`src/inc/wkt_pkg.sv`:
```
package wkt_pkg;
   // ==================================
   // Register offsets (byte addresses)
   localparam logic [6:0] OFS_CNT_LO = 7'h00;
   localparam logic [6:0] OFS_CNT_HI = 7'h04;
   localparam logic [6:0] OFS_CTRL = 7'h08;
   localparam logic [6:0] OFS_RUN = 7'h0C;
   localparam logic [6:0] OFS_CMPA_LO = 7'h10;
   localparam logic [6:0] OFS_CMPA_HI = 7'h14;
   localparam logic [6:0] OFS_CMPB_LO = 7'h18;
   localparam logic [6:0] OFS_CMPB_HI = 7'h1C;
   localparam logic [6:0] OFS_CMPC_LO = 7'h20;
   localparam logic [6:0] OFS_CMPC_HI = 7'h24;
   localparam logic [6:0] OFS_IEN = 7'h28;
   localparam logic [6:0] OFS_STAT = 7'h2C;
   localparam logic [6:0] OFS_CLR = 7'h30;
   localparam logic [6:0] OFS_CAP_LO = 7'h3C;
   localparam logic [6:0] OFS_CAP_HI = 7'h40;
   // ==================================
   // Values after reset, control write mask and full scale
   localparam logic [15:0] RST_CTRL = 16'h0010;
   localparam logic [31:0] RST_CMP_A = 32'h00001FFF;
   localparam logic [31:0] RST_CMP_B = 32'h00002FFF;
   localparam logic [31:0] RST_CMP_C = 32'h00003FFF;
   localparam logic [3:0] RST_IEN = 4'h0;
   localparam logic [15:0] CTRL_WMASK = 16'h0FFF;
   localparam logic [31:0] FULL_SCALE = 32'hFFFFFFFF;
   // ==================================
   // Control field positions
   localparam int unsigned CB_PRE = 0;
   localparam int unsigned CB_DIR = 2;
   localparam int unsigned CB_FRZ = 3;
   localparam int unsigned CB_FREE = 4;
   localparam int unsigned CB_SRC = 5;
   localparam int unsigned CB_CAPEN = 7;
   localparam int unsigned CB_EVSEL = 8;
   // ==================================
   // Counts and dividers
   localparam int unsigned N_EVENTS = 13;
   localparam logic [15:0] DIV_ONE = 16'h0001;
   localparam logic [15:0] DIV_FAST = 16'h0004;
   localparam logic [15:0] DIV_16 = 16'h0010;
   localparam logic [15:0] DIV_256 = 16'h0100;
   localparam int unsigned PRE_MAX = 32768;
   localparam logic [1:0] SYNC_EDGES = 2'h2;
   // Tick source codes
   typedef enum logic [1:0] {
      WKT_SRC_PCLK = 2'h0,
      WKT_SRC_SLOW = 2'h1,
      WKT_SRC_USER = 2'h2,
      WKT_SRC_EXT = 2'h3
   } wkt_src_e;
   // Prescaler codes
   typedef enum logic [1:0] {
      WKT_DIV_1 = 2'h0,
      WKT_DIV_16 = 2'h1,
      WKT_DIV_256 = 2'h2,
      WKT_DIV_MAX = 2'h3
   } wkt_div_e;
endpackage

```
`src/inc/wkt_tick_if.sv`:
```
`timescale 1ns/1ps
// Tick path between the timer core and its prescaler
interface wkt_tick_if;
   logic src_tick; // One-cycle pulse per source edge
   logic four_x; // Fast source, divide-by-one becomes four
   logic [1:0] div_sel; // Prescaler code
   logic run; // Low holds the prescaler cleared
   logic tick; // One-cycle counter advance
   modport ctl (output src_tick, four_x, div_sel, run, input tick);
   modport pre (input src_tick, four_x, div_sel, run, output tick);
endinterface

```
`src/rtl/wkt_sync_edge.sv`:
```
`timescale 1ns/1ps
// Two-flop synchroniser with rising-edge detect per bit
module wkt_sync_edge #(
   parameter int unsigned W = 16
) (
   input wire logic ref_clk,
   input wire logic rst_n,
   input wire logic ce,
   input wire logic [W-1:0] din,
   output logic [W-1:0] rise
);
   // ==================================
   // State
   typedef struct packed {
      logic [W-1:0] s1; // Metastable stage, read only by s2
      logic [W-1:0] s2; // Safe level
      logic [W-1:0] s3; // Previous safe level
   } wkt_sync_s;
   wkt_sync_s st_r, st_nxt;

   // Shift chain
   always_comb begin
      st_nxt.s1 = din;
      st_nxt.s2 = st_r.s1;
      st_nxt.s3 = st_r.s2;
   end

   // Register with freeze
   always_ff @(posedge ref_clk) begin
      if (!rst_n) begin
         st_r <= '0;
      end else if (ce) begin
         st_r <= st_nxt;
      end
   end

   assign rise = st_r.s2 & ~st_r.s3;
endmodule

```
`src/rtl/wkt_prescaler.sv`:
```
`timescale 1ns/1ps
// Divides source ticks into counter ticks
module wkt_prescaler #(
   parameter int unsigned MAX_DIV = wkt_pkg::PRE_MAX
) (
   input wire logic ref_clk,
   input wire logic rst_n,
   input wire logic ce,
   wkt_tick_if.pre tk
);
   // ==================================
   // State
   typedef struct packed {
      logic [15:0] cnt; // Source ticks seen
      logic tick; // Registered advance pulse
   } wkt_pre_s;
   wkt_pre_s st_r, st_nxt;
   logic [15:0] lim; // Division ratio

   // Ratio decode
   always_comb begin
      unique case (wkt_pkg::wkt_div_e'(tk.div_sel))
         wkt_pkg::WKT_DIV_1: lim = tk.four_x ? wkt_pkg::DIV_FAST : wkt_pkg::DIV_ONE;
         wkt_pkg::WKT_DIV_16: lim = wkt_pkg::DIV_16;
         wkt_pkg::WKT_DIV_256: lim = wkt_pkg::DIV_256;
         wkt_pkg::WKT_DIV_MAX: lim = 16'(MAX_DIV);
      endcase
   end

   // Count; >= guards against a ratio shrunk mid-count
   always_comb begin
      st_nxt = st_r;
      st_nxt.tick = 1'b0;
      if (!tk.run) begin
         st_nxt.cnt = 16'h0000;
      end else if (tk.src_tick) begin
         if (st_r.cnt >= lim - 16'h0001) begin
            st_nxt.cnt = 16'h0000;
            st_nxt.tick = 1'b1;
         end else begin
            st_nxt.cnt = st_r.cnt + 16'h0001;
         end
      end
   end

   // Register with freeze
   always_ff @(posedge ref_clk) begin
      if (!rst_n) begin
         st_r <= '0;
      end else if (ce) begin
         st_r <= st_nxt;
      end
   end

   assign tk.tick = st_r.tick;
endmodule

```
`src/rtl/wkt_top.sv`:
```
`timescale 1ns/1ps
// Overview of operation
// - Racing match latched, raises line on re-enable
// - Three compare fields; field C wins
// - Periodic: C match reloads start value
// - Free-run: counter wraps at full scale
// - Field enable gates match, flag, pulse
// - Count read as two 16-bit halves
// - Control 11:8 selects capture source
// - Control bit 7 enables capture
// - Control 6:5 selects tick source
// - Freeze: low read latches high half
// - Control bit 2 sets count direction
// - Control 1:0 selects prescaler ratio
// - Run bit low holds reset state
// - Sync flag set on run change, auto-clears
// - Match flags clear on status read
// - Capture edge records count, sets flag
// - Clear register ones clear flags
module wkt_top #(
   parameter int unsigned PRE_DIV_MAX = wkt_pkg::PRE_MAX
) (
   input wire logic ref_clk,
   input wire logic rst_n,
   input wire logic ce,
   input wire logic hsel,
   input wire logic [31:0] haddr,
   input wire logic [1:0] htrans,
   input wire logic hwrite,
   input wire logic [2:0] hsize,
   input wire logic [31:0] hwdata,
   input wire logic hready,
   output logic hreadyout,
   output logic [31:0] hrdata,
   output logic hresp,
   input wire logic slow_oscillator,
   input wire logic user_clock,
   input wire logic external_tick_input,
   input wire logic [12:0] event_lines,
   output logic wake_pulse,
   output logic irq
);
   // ==================================
   // State
   typedef struct packed {
      logic [15:0] ctrl; // Control register
      logic run_en; // Run bit as written
      logic run_eff; // Run bit after sync
      logic en_sync; // Run change in flight
      logic [1:0] sync_cnt; // Slow edges seen
      logic [31:0] cmp_a; // Field A
      logic [31:0] cmp_b; // Field B
      logic [31:0] cmp_c; // Field C
      logic [3:0] ien; // Match and rollover enables
      logic [4:0] flags; // Capture, roll, C, B, A
      logic [31:0] count; // Live counter
      logic [15:0] hold_hi; // Frozen upper half
      logic frozen; // Upper half held
      logic [31:0] cap; // Captured count
      logic [3:0] hit; // Matches from last tick
      logic wake; // Wake pulse
      logic irq; // Interrupt line
      logic wr_pend; // Write data phase
      logic rd_pend; // Read wait cycle
      logic [6:0] addr; // Latched offset
      logic [15:0] rdata; // Read data
   } wkt_top_s;
   wkt_top_s st_r, st_nxt;

   localparam wkt_top_s RST_ST = '{
      ctrl: wkt_pkg::RST_CTRL,
      cmp_a: wkt_pkg::RST_CMP_A,
      cmp_b: wkt_pkg::RST_CMP_B,
      cmp_c: wkt_pkg::RST_CMP_C,
      ien: wkt_pkg::RST_IEN,
      default: '0
   };

   // ==================================
   // Pin synchronisers and prescaler
   logic [15:0] rise; // Edges: events, ext, user, slow
   logic slow_rise; // Slow oscillator edge
   logic [15:0] ev_pad; // Events, reserved codes zero
   wkt_tick_if tk ();

   wkt_sync_edge #(
      .W(16)
   ) u_sync (
      .ref_clk(ref_clk),
      .rst_n(rst_n),
      .ce(ce),
      .din({event_lines, external_tick_input, user_clock, slow_oscillator}),
      .rise(rise)
   );

   wkt_prescaler #(
      .MAX_DIV(PRE_DIV_MAX)
   ) u_pre (
      .ref_clk(ref_clk),
      .rst_n(rst_n),
      .ce(ce),
      .tk(tk)
   );

   assign slow_rise = rise[0];
   assign ev_pad = {3'b000, rise[15:3]};

   // Tick source select; peripheral clock is ref_clk itself
   always_comb begin
      tk.four_x = 1'b0;
      unique case (wkt_pkg::wkt_src_e'(st_r.ctrl[wkt_pkg::CB_SRC +: 2]))
         wkt_pkg::WKT_SRC_PCLK: begin
            tk.src_tick = 1'b1;
            tk.four_x = 1'b1;
         end
         wkt_pkg::WKT_SRC_SLOW: tk.src_tick = slow_rise;
         wkt_pkg::WKT_SRC_USER: begin
            tk.src_tick = rise[1];
            tk.four_x = 1'b1;
         end
         wkt_pkg::WKT_SRC_EXT: tk.src_tick = rise[2];
      endcase
   end
   assign tk.div_sel = st_r.ctrl[wkt_pkg::CB_PRE +: 2];
   assign tk.run = st_r.run_eff;

   // ==================================
   // Counter helpers
   logic free; // Free-running mode
   logic dir; // High counts down
   logic [31:0] start; // Reset-state value
   logic [3:0] m; // Enabled matches on current count
   logic acc; // Bus address phase taken
   logic [15:0] wd; // Write data low half
   logic cap_ev; // Capture edge this cycle

   assign free = st_r.ctrl[wkt_pkg::CB_FREE];
   assign dir = st_r.ctrl[wkt_pkg::CB_DIR];
   assign start = dir ? wkt_pkg::FULL_SCALE : 32'h00000000;
   // Disabled fields never match at all
   assign m[0] = st_r.ien[0] && st_r.count == st_r.cmp_a;
   assign m[1] = st_r.ien[1] && st_r.count == st_r.cmp_b;
   assign m[2] = st_r.ien[2] && st_r.count == st_r.cmp_c;
   assign m[3] = st_r.ien[3] && free && st_r.count == ~start;
   assign acc = hsel && htrans[1] && hready;
   assign wd = hwdata[15:0];
   assign cap_ev = st_r.ctrl[wkt_pkg::CB_CAPEN]
      && ev_pad[st_r.ctrl[wkt_pkg::CB_EVSEL +: 4]];

   // ==================================
   // Next-state logic
   always_comb begin
      st_nxt = st_r;
      st_nxt.hit = 4'h0;
      // Bus address phase; only whole words exist
      st_nxt.wr_pend = acc && hwrite;
      st_nxt.rd_pend = acc && !hwrite;
      if (acc) begin
         st_nxt.addr = {haddr[6:2], 2'b00};
      end
      // Run change crosses on slow oscillator edges
      if (st_r.en_sync && slow_rise) begin
         if (st_r.sync_cnt == wkt_pkg::SYNC_EDGES - 2'h1) begin
            st_nxt.run_eff = st_r.run_en;
            st_nxt.en_sync = 1'b0;
            st_nxt.sync_cnt = 2'h0;
         end else begin
            st_nxt.sync_cnt = st_r.sync_cnt + 2'h1;
         end
      end
      // Counter
      if (!st_r.run_eff) begin
         st_nxt.count = start;
      end else if (tk.tick) begin
         st_nxt.hit = m;
         if (!free && m[2]) begin
            st_nxt.count = start;
         end else if (dir) begin
            st_nxt.count = st_r.count - 32'h00000001;
         end else begin
            st_nxt.count = st_r.count + 32'h00000001;
         end
      end
      // Read data, one wait cycle so a prior write lands first
      if (st_r.rd_pend) begin
         st_nxt.rdata = 16'h0000;
         case (st_r.addr)
            wkt_pkg::OFS_CNT_LO: begin
               st_nxt.rdata = st_r.count[15:0];
               if (st_r.ctrl[wkt_pkg::CB_FRZ]) begin
                  st_nxt.hold_hi = st_r.count[31:16];
                  st_nxt.frozen = 1'b1;
               end
            end
            wkt_pkg::OFS_CNT_HI: begin
               st_nxt.rdata = st_r.frozen ? st_r.hold_hi : st_r.count[31:16];
               st_nxt.frozen = 1'b0;
            end
            wkt_pkg::OFS_CTRL: st_nxt.rdata = st_r.ctrl;
            wkt_pkg::OFS_RUN: st_nxt.rdata = {15'h0000, st_r.run_en};
            wkt_pkg::OFS_CMPA_LO: st_nxt.rdata = st_r.cmp_a[15:0];
            wkt_pkg::OFS_CMPA_HI: st_nxt.rdata = st_r.cmp_a[31:16];
            wkt_pkg::OFS_CMPB_LO: st_nxt.rdata = st_r.cmp_b[15:0];
            wkt_pkg::OFS_CMPB_HI: st_nxt.rdata = st_r.cmp_b[31:16];
            wkt_pkg::OFS_CMPC_LO: st_nxt.rdata = st_r.cmp_c[15:0];
            wkt_pkg::OFS_CMPC_HI: st_nxt.rdata = st_r.cmp_c[31:16];
            wkt_pkg::OFS_IEN: st_nxt.rdata = {12'h000, st_r.ien};
            wkt_pkg::OFS_STAT: begin
               st_nxt.rdata = {7'h00, st_r.en_sync, st_r.frozen, |st_r.flags,
                  1'b0, st_r.flags};
               st_nxt.flags[2:0] = 3'b000;
            end
            wkt_pkg::OFS_CAP_LO: st_nxt.rdata = st_r.cap[15:0];
            wkt_pkg::OFS_CAP_HI: begin
               st_nxt.rdata = st_r.cap[31:16];
               st_nxt.flags[4] = 1'b0;
            end
            // Unmapped and write-only offsets read zero
            default: st_nxt.rdata = 16'h0000;
         endcase
      end
      // Write data phase; software owns the safe-update order
      if (st_r.wr_pend) begin
         case (st_r.addr)
            wkt_pkg::OFS_CTRL: st_nxt.ctrl = wd & wkt_pkg::CTRL_WMASK;
            wkt_pkg::OFS_RUN: begin
               st_nxt.run_en = wd[0];
               if (wd[0] != st_r.run_en) begin
                  st_nxt.en_sync = 1'b1;
                  st_nxt.sync_cnt = 2'h0;
               end
            end
            wkt_pkg::OFS_CMPA_LO: st_nxt.cmp_a[15:0] = wd;
            wkt_pkg::OFS_CMPA_HI: st_nxt.cmp_a[31:16] = wd;
            wkt_pkg::OFS_CMPB_LO: st_nxt.cmp_b[15:0] = wd;
            wkt_pkg::OFS_CMPB_HI: st_nxt.cmp_b[31:16] = wd;
            wkt_pkg::OFS_CMPC_LO: st_nxt.cmp_c[15:0] = wd;
            wkt_pkg::OFS_CMPC_HI: st_nxt.cmp_c[31:16] = wd;
            wkt_pkg::OFS_IEN: st_nxt.ien = wd[3:0];
            wkt_pkg::OFS_CLR: st_nxt.flags = st_nxt.flags & ~wd[4:0];
            // Read-only and unmapped offsets ignore writes
            default: st_nxt.ctrl = st_nxt.ctrl;
         endcase
      end
      // Hardware sets after all clears, so a set is never lost
      st_nxt.flags[3:0] = st_nxt.flags[3:0] | st_r.hit;
      if (cap_ev) begin
         st_nxt.cap = st_r.count;
         st_nxt.flags[4] = 1'b1;
      end
      st_nxt.wake = |st_r.hit[2:0];
      // A flag latched before its enable dropped shows once enabled again
      st_nxt.irq = |(st_nxt.flags[3:0] & st_nxt.ien) | st_nxt.flags[4];
   end

   // State register with freeze
   always_ff @(posedge ref_clk) begin
      if (!rst_n) begin
         st_r <= RST_ST;
      end else if (ce) begin
         st_r <= st_nxt;
      end
   end

   // ==================================
   // Outputs
   assign hreadyout = !st_r.rd_pend;
   assign hrdata = {16'h0000, st_r.rdata};
   assign hresp = 1'b0;
   assign wake_pulse = st_r.wake;
   assign irq = st_r.irq;
endmodule

```
`config.mk`:
```
export PLATFORM = sky130hd
export DESIGN_NAME = wkt_top
export DESIGN_NICKNAME = d
export VERILOG_FILES = /design/src/inc/wkt_pkg.sv /design/src/inc/wkt_tick_if.sv /design/src/rtl/wkt_sync_edge.sv /design/src/rtl/wkt_prescaler.sv /design/src/rtl/wkt_top.sv
export SDC_FILE = /design/constraint.sdc
export NUM_CORES = 1
export LEC_CHECK = 0
export BUFFER_PORTS_ARGS = -buffer_cell sky130_fd_sc_hd__buf_2
export CAP_MARGIN = 0
export CORE_MARGIN = 2
export CORE_UTILIZATION = 40
export DETAILED_ROUTE_END_ITERATION = 8
export GPL_TIMING_DRIVEN = 0
export MAX_ROUTING_LAYER = met4
export PLACE_DENSITY = 0.65
export SYNTH_ARGS = -nofsm -noshare
export SYNTH_HDL_FRONTEND = slang
export SYNTH_SLANG_ARGS = --single-unit
export TNS_END_PERCENT = 30
```
`constraint.sdc`:
```
create_clock -name ref_clk -period 4.1 [get_ports ref_clk]
set_input_delay 0.82 -clock ref_clk [delete_from_list [all_inputs] [get_ports ref_clk]]
set_output_delay 0.82 -clock ref_clk [all_outputs]
set_load 0.02 [all_outputs]
```
# Word-level counts from Yosys, hierarchy flattened
# Index checks and enable logic that the tools add are counted.
# classes
order_cmp	2
bitwise_logic	8
addsub	5
reduce_logical	39
eq_ne	29
n_mux	41
# ops
cell	count
$pmux 16 s14	1
$mux 32	5
$mux 16	9
$eq 32x32->1	4
$mux 108	1
$pmux 16 s4	1
$add 32x1->32 const B	1
$not 32->32	1
$sub 32x1->32 const B	1
$eq 5x4->1 const B	6
$reduce_and 3->1	9
$eq 5x3->1 const B	4
$mux 3	6
$mux 17	1
$add 16x1->16 const B	1
$and 16x16->16	1
$ge 16x16->1	1
$not 16->16	1
$sub 16x1->16 const B	1
$logic_and 1x1->1	12
$mux 4	3
$eq 5x2->1 const B	2
$reduce_and 2->1	5
$mux 1	9
other kinds (28)	38
# word_totals
regBits	297
wordCells	153
in_bits	91
output_inout_bits	36

# Logic depth before layout (Yosys ltp)
# logic_depth
ltp_word	11
mapped_depth	12
ltp_nobuf	12

# Modules after synthesis
# Synthesis repeated with hierarchy kept, for this count alone.
# unflattened
cells_unflattened	1973
hier_area_um2	16903.7
# by_module_without_submodules
mod	cells_each	area_each_um2	n_inst	seq_area_each_um2
wkt_top	1634	13479.2	1	4644.5
wkt_sync_edge	171	1945.6	1	960.9
wkt_prescaler	168	1478.9	1	340.3

# Least setup slack after synthesis
# Ideal clock, no wire load.
# synth_timing
kind	register to register
startpoint	reg st_r, in the netlist dir
endpoint	reg st_r[108] in the netlist's numbering
period_less_slack_ns	3.367
path_slack_ns	0.733
required_time_ns	3.972
arrival_time_ns	3.240
path_stages_with_launch	13
path_buffers	1
setup_ns	0.128
cell_sequence	dfxtp_1 -> clkbuf_1 -> inv_1 -> fa_1 -> or2b_1 -> a211oi_1 -> nor2_1 -> o21ai_1 -> a221oi_2 -> o21ai_1 -> xor2_1 -> a221oi_1 -> nor2_1
# synth_via
elab_chain_cells	4
word_cells_on_any_way	5
classes_between	mux (5)
# synth_lines
item	line	text
start, declared	wkt_top.sv:68	wkt_top_s st_r, st_nxt;
start signal, assigned	wkt_top.sv:261	st_r <= st_nxt;
$mux 32 (on tied branches)	wkt_top.sv:178, wkt_top.sv:139	
$mux 32	wkt_top.sv:176	if (!free && m[2]) begin
$mux 32	wkt_top.sv:174	end else if (tk.tick) begin
$mux 32 (*)	wkt_top.sv:172	if (!st_r.run_eff) begin
# Every way passes the cells marked *; elsewhere a longest branch is shown, timed or not. The select of a mux whose other input is x is not followed.
# A chain may end at the register's enable or synchronous reset.

# Worst setup path after layout
# layout_timing
startpoint	reg st_r[80] in the netlist's numbering
endpoint	reg st_r[108] in the netlist's numbering
# layout_via
elab_chain_cells	6
word_cells_on_any_way	9
classes_between	add/sub (2); eq/ne (1); mux (4); reduce/logical (2)
# layout_lines
item	line
branches (longest 3 deep; another with $add 32x1->32)	n/a
$mux 32 (*)	wkt_top.sv:176
$mux 32 (*)	wkt_top.sv:174
$mux 32 (*)	wkt_top.sv:172
# Mark *: on every way between the ends. The select of a mux whose other input is x is not followed.

==> key figures <==
Outcome
  • Status: completed

Critical path
  • Startpoint Class: register
  • Worst setup EP type: register
  • CP Max Fanout: 10
  • Worst EP arrival: ~4.2 ns
  • Setup Crit Path Kind: register to register
  • Worst EP required: between 4 and 5 ns

Power
  • Combinational fraction of design power: 0.073
  • P per Cell Area: between 300 and 400 nW/um^2
  • Net Switching: ~0.0017 W
  • Switching share of power: 0.2538
  • Clock Power Share: 0.481
  • Reg power frac: 0.446
  • Worst IR drop on VDD: around 0.00029 V
  • Static Leak: roughly 7.3 nW
  • P_int: between 0.004 and 0.005 W

Global routing
  • All-layer global routing usage: 0.2972
  • Largest net degree at the start of global routing: 32
  • Vias in the first global route: 14.57k
  • Initial antenna violation count: 1
  • Gr ovfl total: 0
  • First-pass GRT wire length: roughly 91,000 um

Route
  • DR DRC count: 0
  • Post-detailed-routing wire length: ~61,000 um
  • DRT antenna net count: 0
  • Via count: between 15k and 20k
  • Drt initial violations: 1,392
  • Avg WL per Cell: 22.67 um
  • Length of the first detailed-routing pass in iterations: 6
  • Via density: between 5 and 6

Job
  • MaxCap Viol Count: 0

CTS
  • Post-CTS Setup Inserts: 0
  • Cts hold-fix bufs: 0
  • Clock buffer depth: 3
  • CTS Root Cell: clkbuf_16
  • CTS Buf Count: 36
  • Clock-pin slew on the worst setup and hold paths: around 0.060 ns
  • Sink Count: 297
  • CTS tree: done
  • H-tree Lvls: 2
  • # resized after CTS: 2
  • Clk_lat worst skew: 0.54 ns

Synthesis
  • XOR/XNOR share of the synthesized area: 0.07131
  • Area contributors post-synth: dfxtp_1 37%, mux2i_1 8.8%, nand2_1 7.9%
  • Synth Area in Adders: 0.03779
  • Top_reg_cell synth: dfxtp_1
  • Synth unique cells: 79
  • Synth Area in Simple Gates: 0.2033
  • Synth area leader: dfxtp_1
  • Compound-Gate Fraction of Synth Area: 0.1654
  • Synthesized area per cell: 7.954 um^2
  • Post-synth top area share: 0.3695
  • Synth Register Bits: approximately 300
  • Synth top cells by count: 337 x nand2_1, 297 x dfxtp_1, 206 x nor2_1
  • Asr flop ratio synth: 0
  • Number of flops mapped to enable cells by yosys: 0
  • Synth Warn #: 0
  • Main combinational cell family by area after synthesis: simple AND/OR/NAND/NOR gates
  • Top-count cell post-synth: nand2_1
  • Sequential area share after synthesis: 0.3695
  • Synth Instances: slightly above 2k
  • Synthesized cell area: ~16,000 um^2
  • Mux contribution to synthesized area: 0.09075

STA
  • RSZ-0062 raised after global routing: false
  • Fin. max-slew vios: 0
  • Tmin final: roughly 3.8 ns
  • Slew at the pin closest to its max-slew limit: ~1.4 ns
  • Setup Viol. Count Final: 0
  • Final Cycle Share: 0.9293
  • Fmax: around 260 MHz
  • Worst relative slew slack: 0.04082
  • Final Hold Viols: 0
  • Hold_ws: between 0.4 and 0.5 ns
  • Setup Skew: 0.01387 ns

Cells and area
  • Syn-to-layout area delta: 13.58%
  • # fillers: ~4k
  • Nets: 2,274
  • Share of layout cells above drive strength 1: 0.09806
  • Fin area: 18,280 um^2

Placed design
  • IO buf count: 57
  • HPWL after detailed placement: between 40,000 and 50,000 um
  • Placed instance area: 17,110 um^2
  • Final Wtd Congestion: roughly 1.0

Die
  • Ports: roughly 130
  • Chip Height: 204.6 um
  • Core area: between 30,000 and 40,000 um^2
  • Initial Util: 0.4050
  • Full die area: between 40,000 and 50,000 um^2
  • FP Rows: between 70 and 80
  • Die Wd: between 200 and 250 um

Hold path
  • Worst min path class: register to register
==> flip-flops by register name, indices dropped and copies added, names as in the netlist <==
register       flops
u_sync.st_nxt     32
free               1
wake_pulse         1
tk.run             1
u_pre.st_r        16
u_sync.st_r       16
dir                1
irq                1
u_pre.tk.tick      1
st_r             211
hrdata            16
==> worst max-delay path: stages (launching register included) <==
cell and delay (ns):
dfxtp_1 0.46, buf_1 0.50, inv_1 0.14, fa_1 0.49, or2b_1 0.28, a211oi_1 0.38
nor2_1 0.19, o21ai_1 0.34, a221oi_2 0.18, o21ai_1 0.23, xor2_1 0.11, a221oi_1 0.28
nor2_1 0.06
==> logic make-up (layout without fill, tap and decap cells) <==
family                     count (synthesis)  count (layout)
AOI/OAI and AO/OA                        432             432
adders and majority gates                 48              48
muxes                                    144             144
xor gates and xnor gates                 131             131
and+or+nand+nor                          755             755
buffers and inverters                    214             337
DFF                                      297             297
other                                      2              19
==> through the flow <==
| stage | util | instances | setup TNS [ns] | worst slack (ns) | power [W] |
|---|---|---|---|---|---|
| final | 0.4600 | 2688 | 0 | 0.2900 | 0.006606 |
| after CTS | 0.4598 | 2687 | 0 | 0.1009 | 0.006638 |
| after global routing | 0.4600 | 2688 | 0 | 0.1463 | 0.006781 |
| after floorplan | - | 2039 | 0 | 0.7329 | 0.003295 |
| after global placement | 0.4302 | 2621 | -2.122 | -0.4614 | 0.003479 |
| after detailed placement | 0.4305 | 2622 | -1.831 | -0.4924 | 0.003484 |
==> final cells by class <==
cell class / count / area, um^2 / area share
clock inverters: 16 / 146.4 / 0.008010
clock buffers: 49 / 1011 / 0.05532
flip-flops and latches: 297 / 5949 / 0.3255
plain buffers: 182 / 869.6 / 0.04758
multi-input cells: 1528 / 9226 / 0.5048
repair buffers: 59 / 297.8 / 0.01629
inverters: 31 / 116.4 / 0.006367
well taps: 525 / 656.9 / 0.03594
diodes: 1 / 2.502 / 0.0001369
==> power groups by stage <==
stage                     Combinational [W]  Clock (W)  Sequential [W]
after floorplan                    0.000293          0         0.00300
after global placement             0.000469          0         0.00301
after detailed placement           0.000472          0         0.00301
after CTS                          0.000475    0.00322         0.00295
after global routing               0.000514    0.00332         0.00295
final                              0.000482    0.00318         0.00295
==> cell usage in the layout (no fill, tap or decap), drive strengths merged, types with 42 or more instances in the layout <==
cell type,synthesis,routed
xnor2,74,74
buf,63,122
dfxtp,297,297
nand3,83,83
clkbuf,120,168
nand2,337,337
a21oi,206,206
nor2,208,208
xor2,57,57
nand4,42,42
o21ai,76,76
ha,47,47
mux2i,141,141
==> worst paths after layout <==
| path | slack, ns | cells past startpoint | from | endpoint |
|---|---|---|---|---|
| hold reg to reg | 0.44 | 2 | st_r[218] | st_r[218] |
| setup reg to reg | 0.29 | 12 | st_r[80] | st_r[108] |
| setup / recovery | 0.29 | 12 | st_r[80] | st_r[108] |
| hold / removal | 0.44 | 2 | st_r[218] | st_r[218] |
==> metal layers <==
metal,share of wire,track usage,vias to the layer above
met2,0.47,0.4930,539
met3,0.063,0.03150,98
li1,-,-,7220
met5,0,-,-
met4,0.026,0.07609,0
met1,0.44,0.3863,7310
No activity file was read; power rests on OpenSTA's default activity.
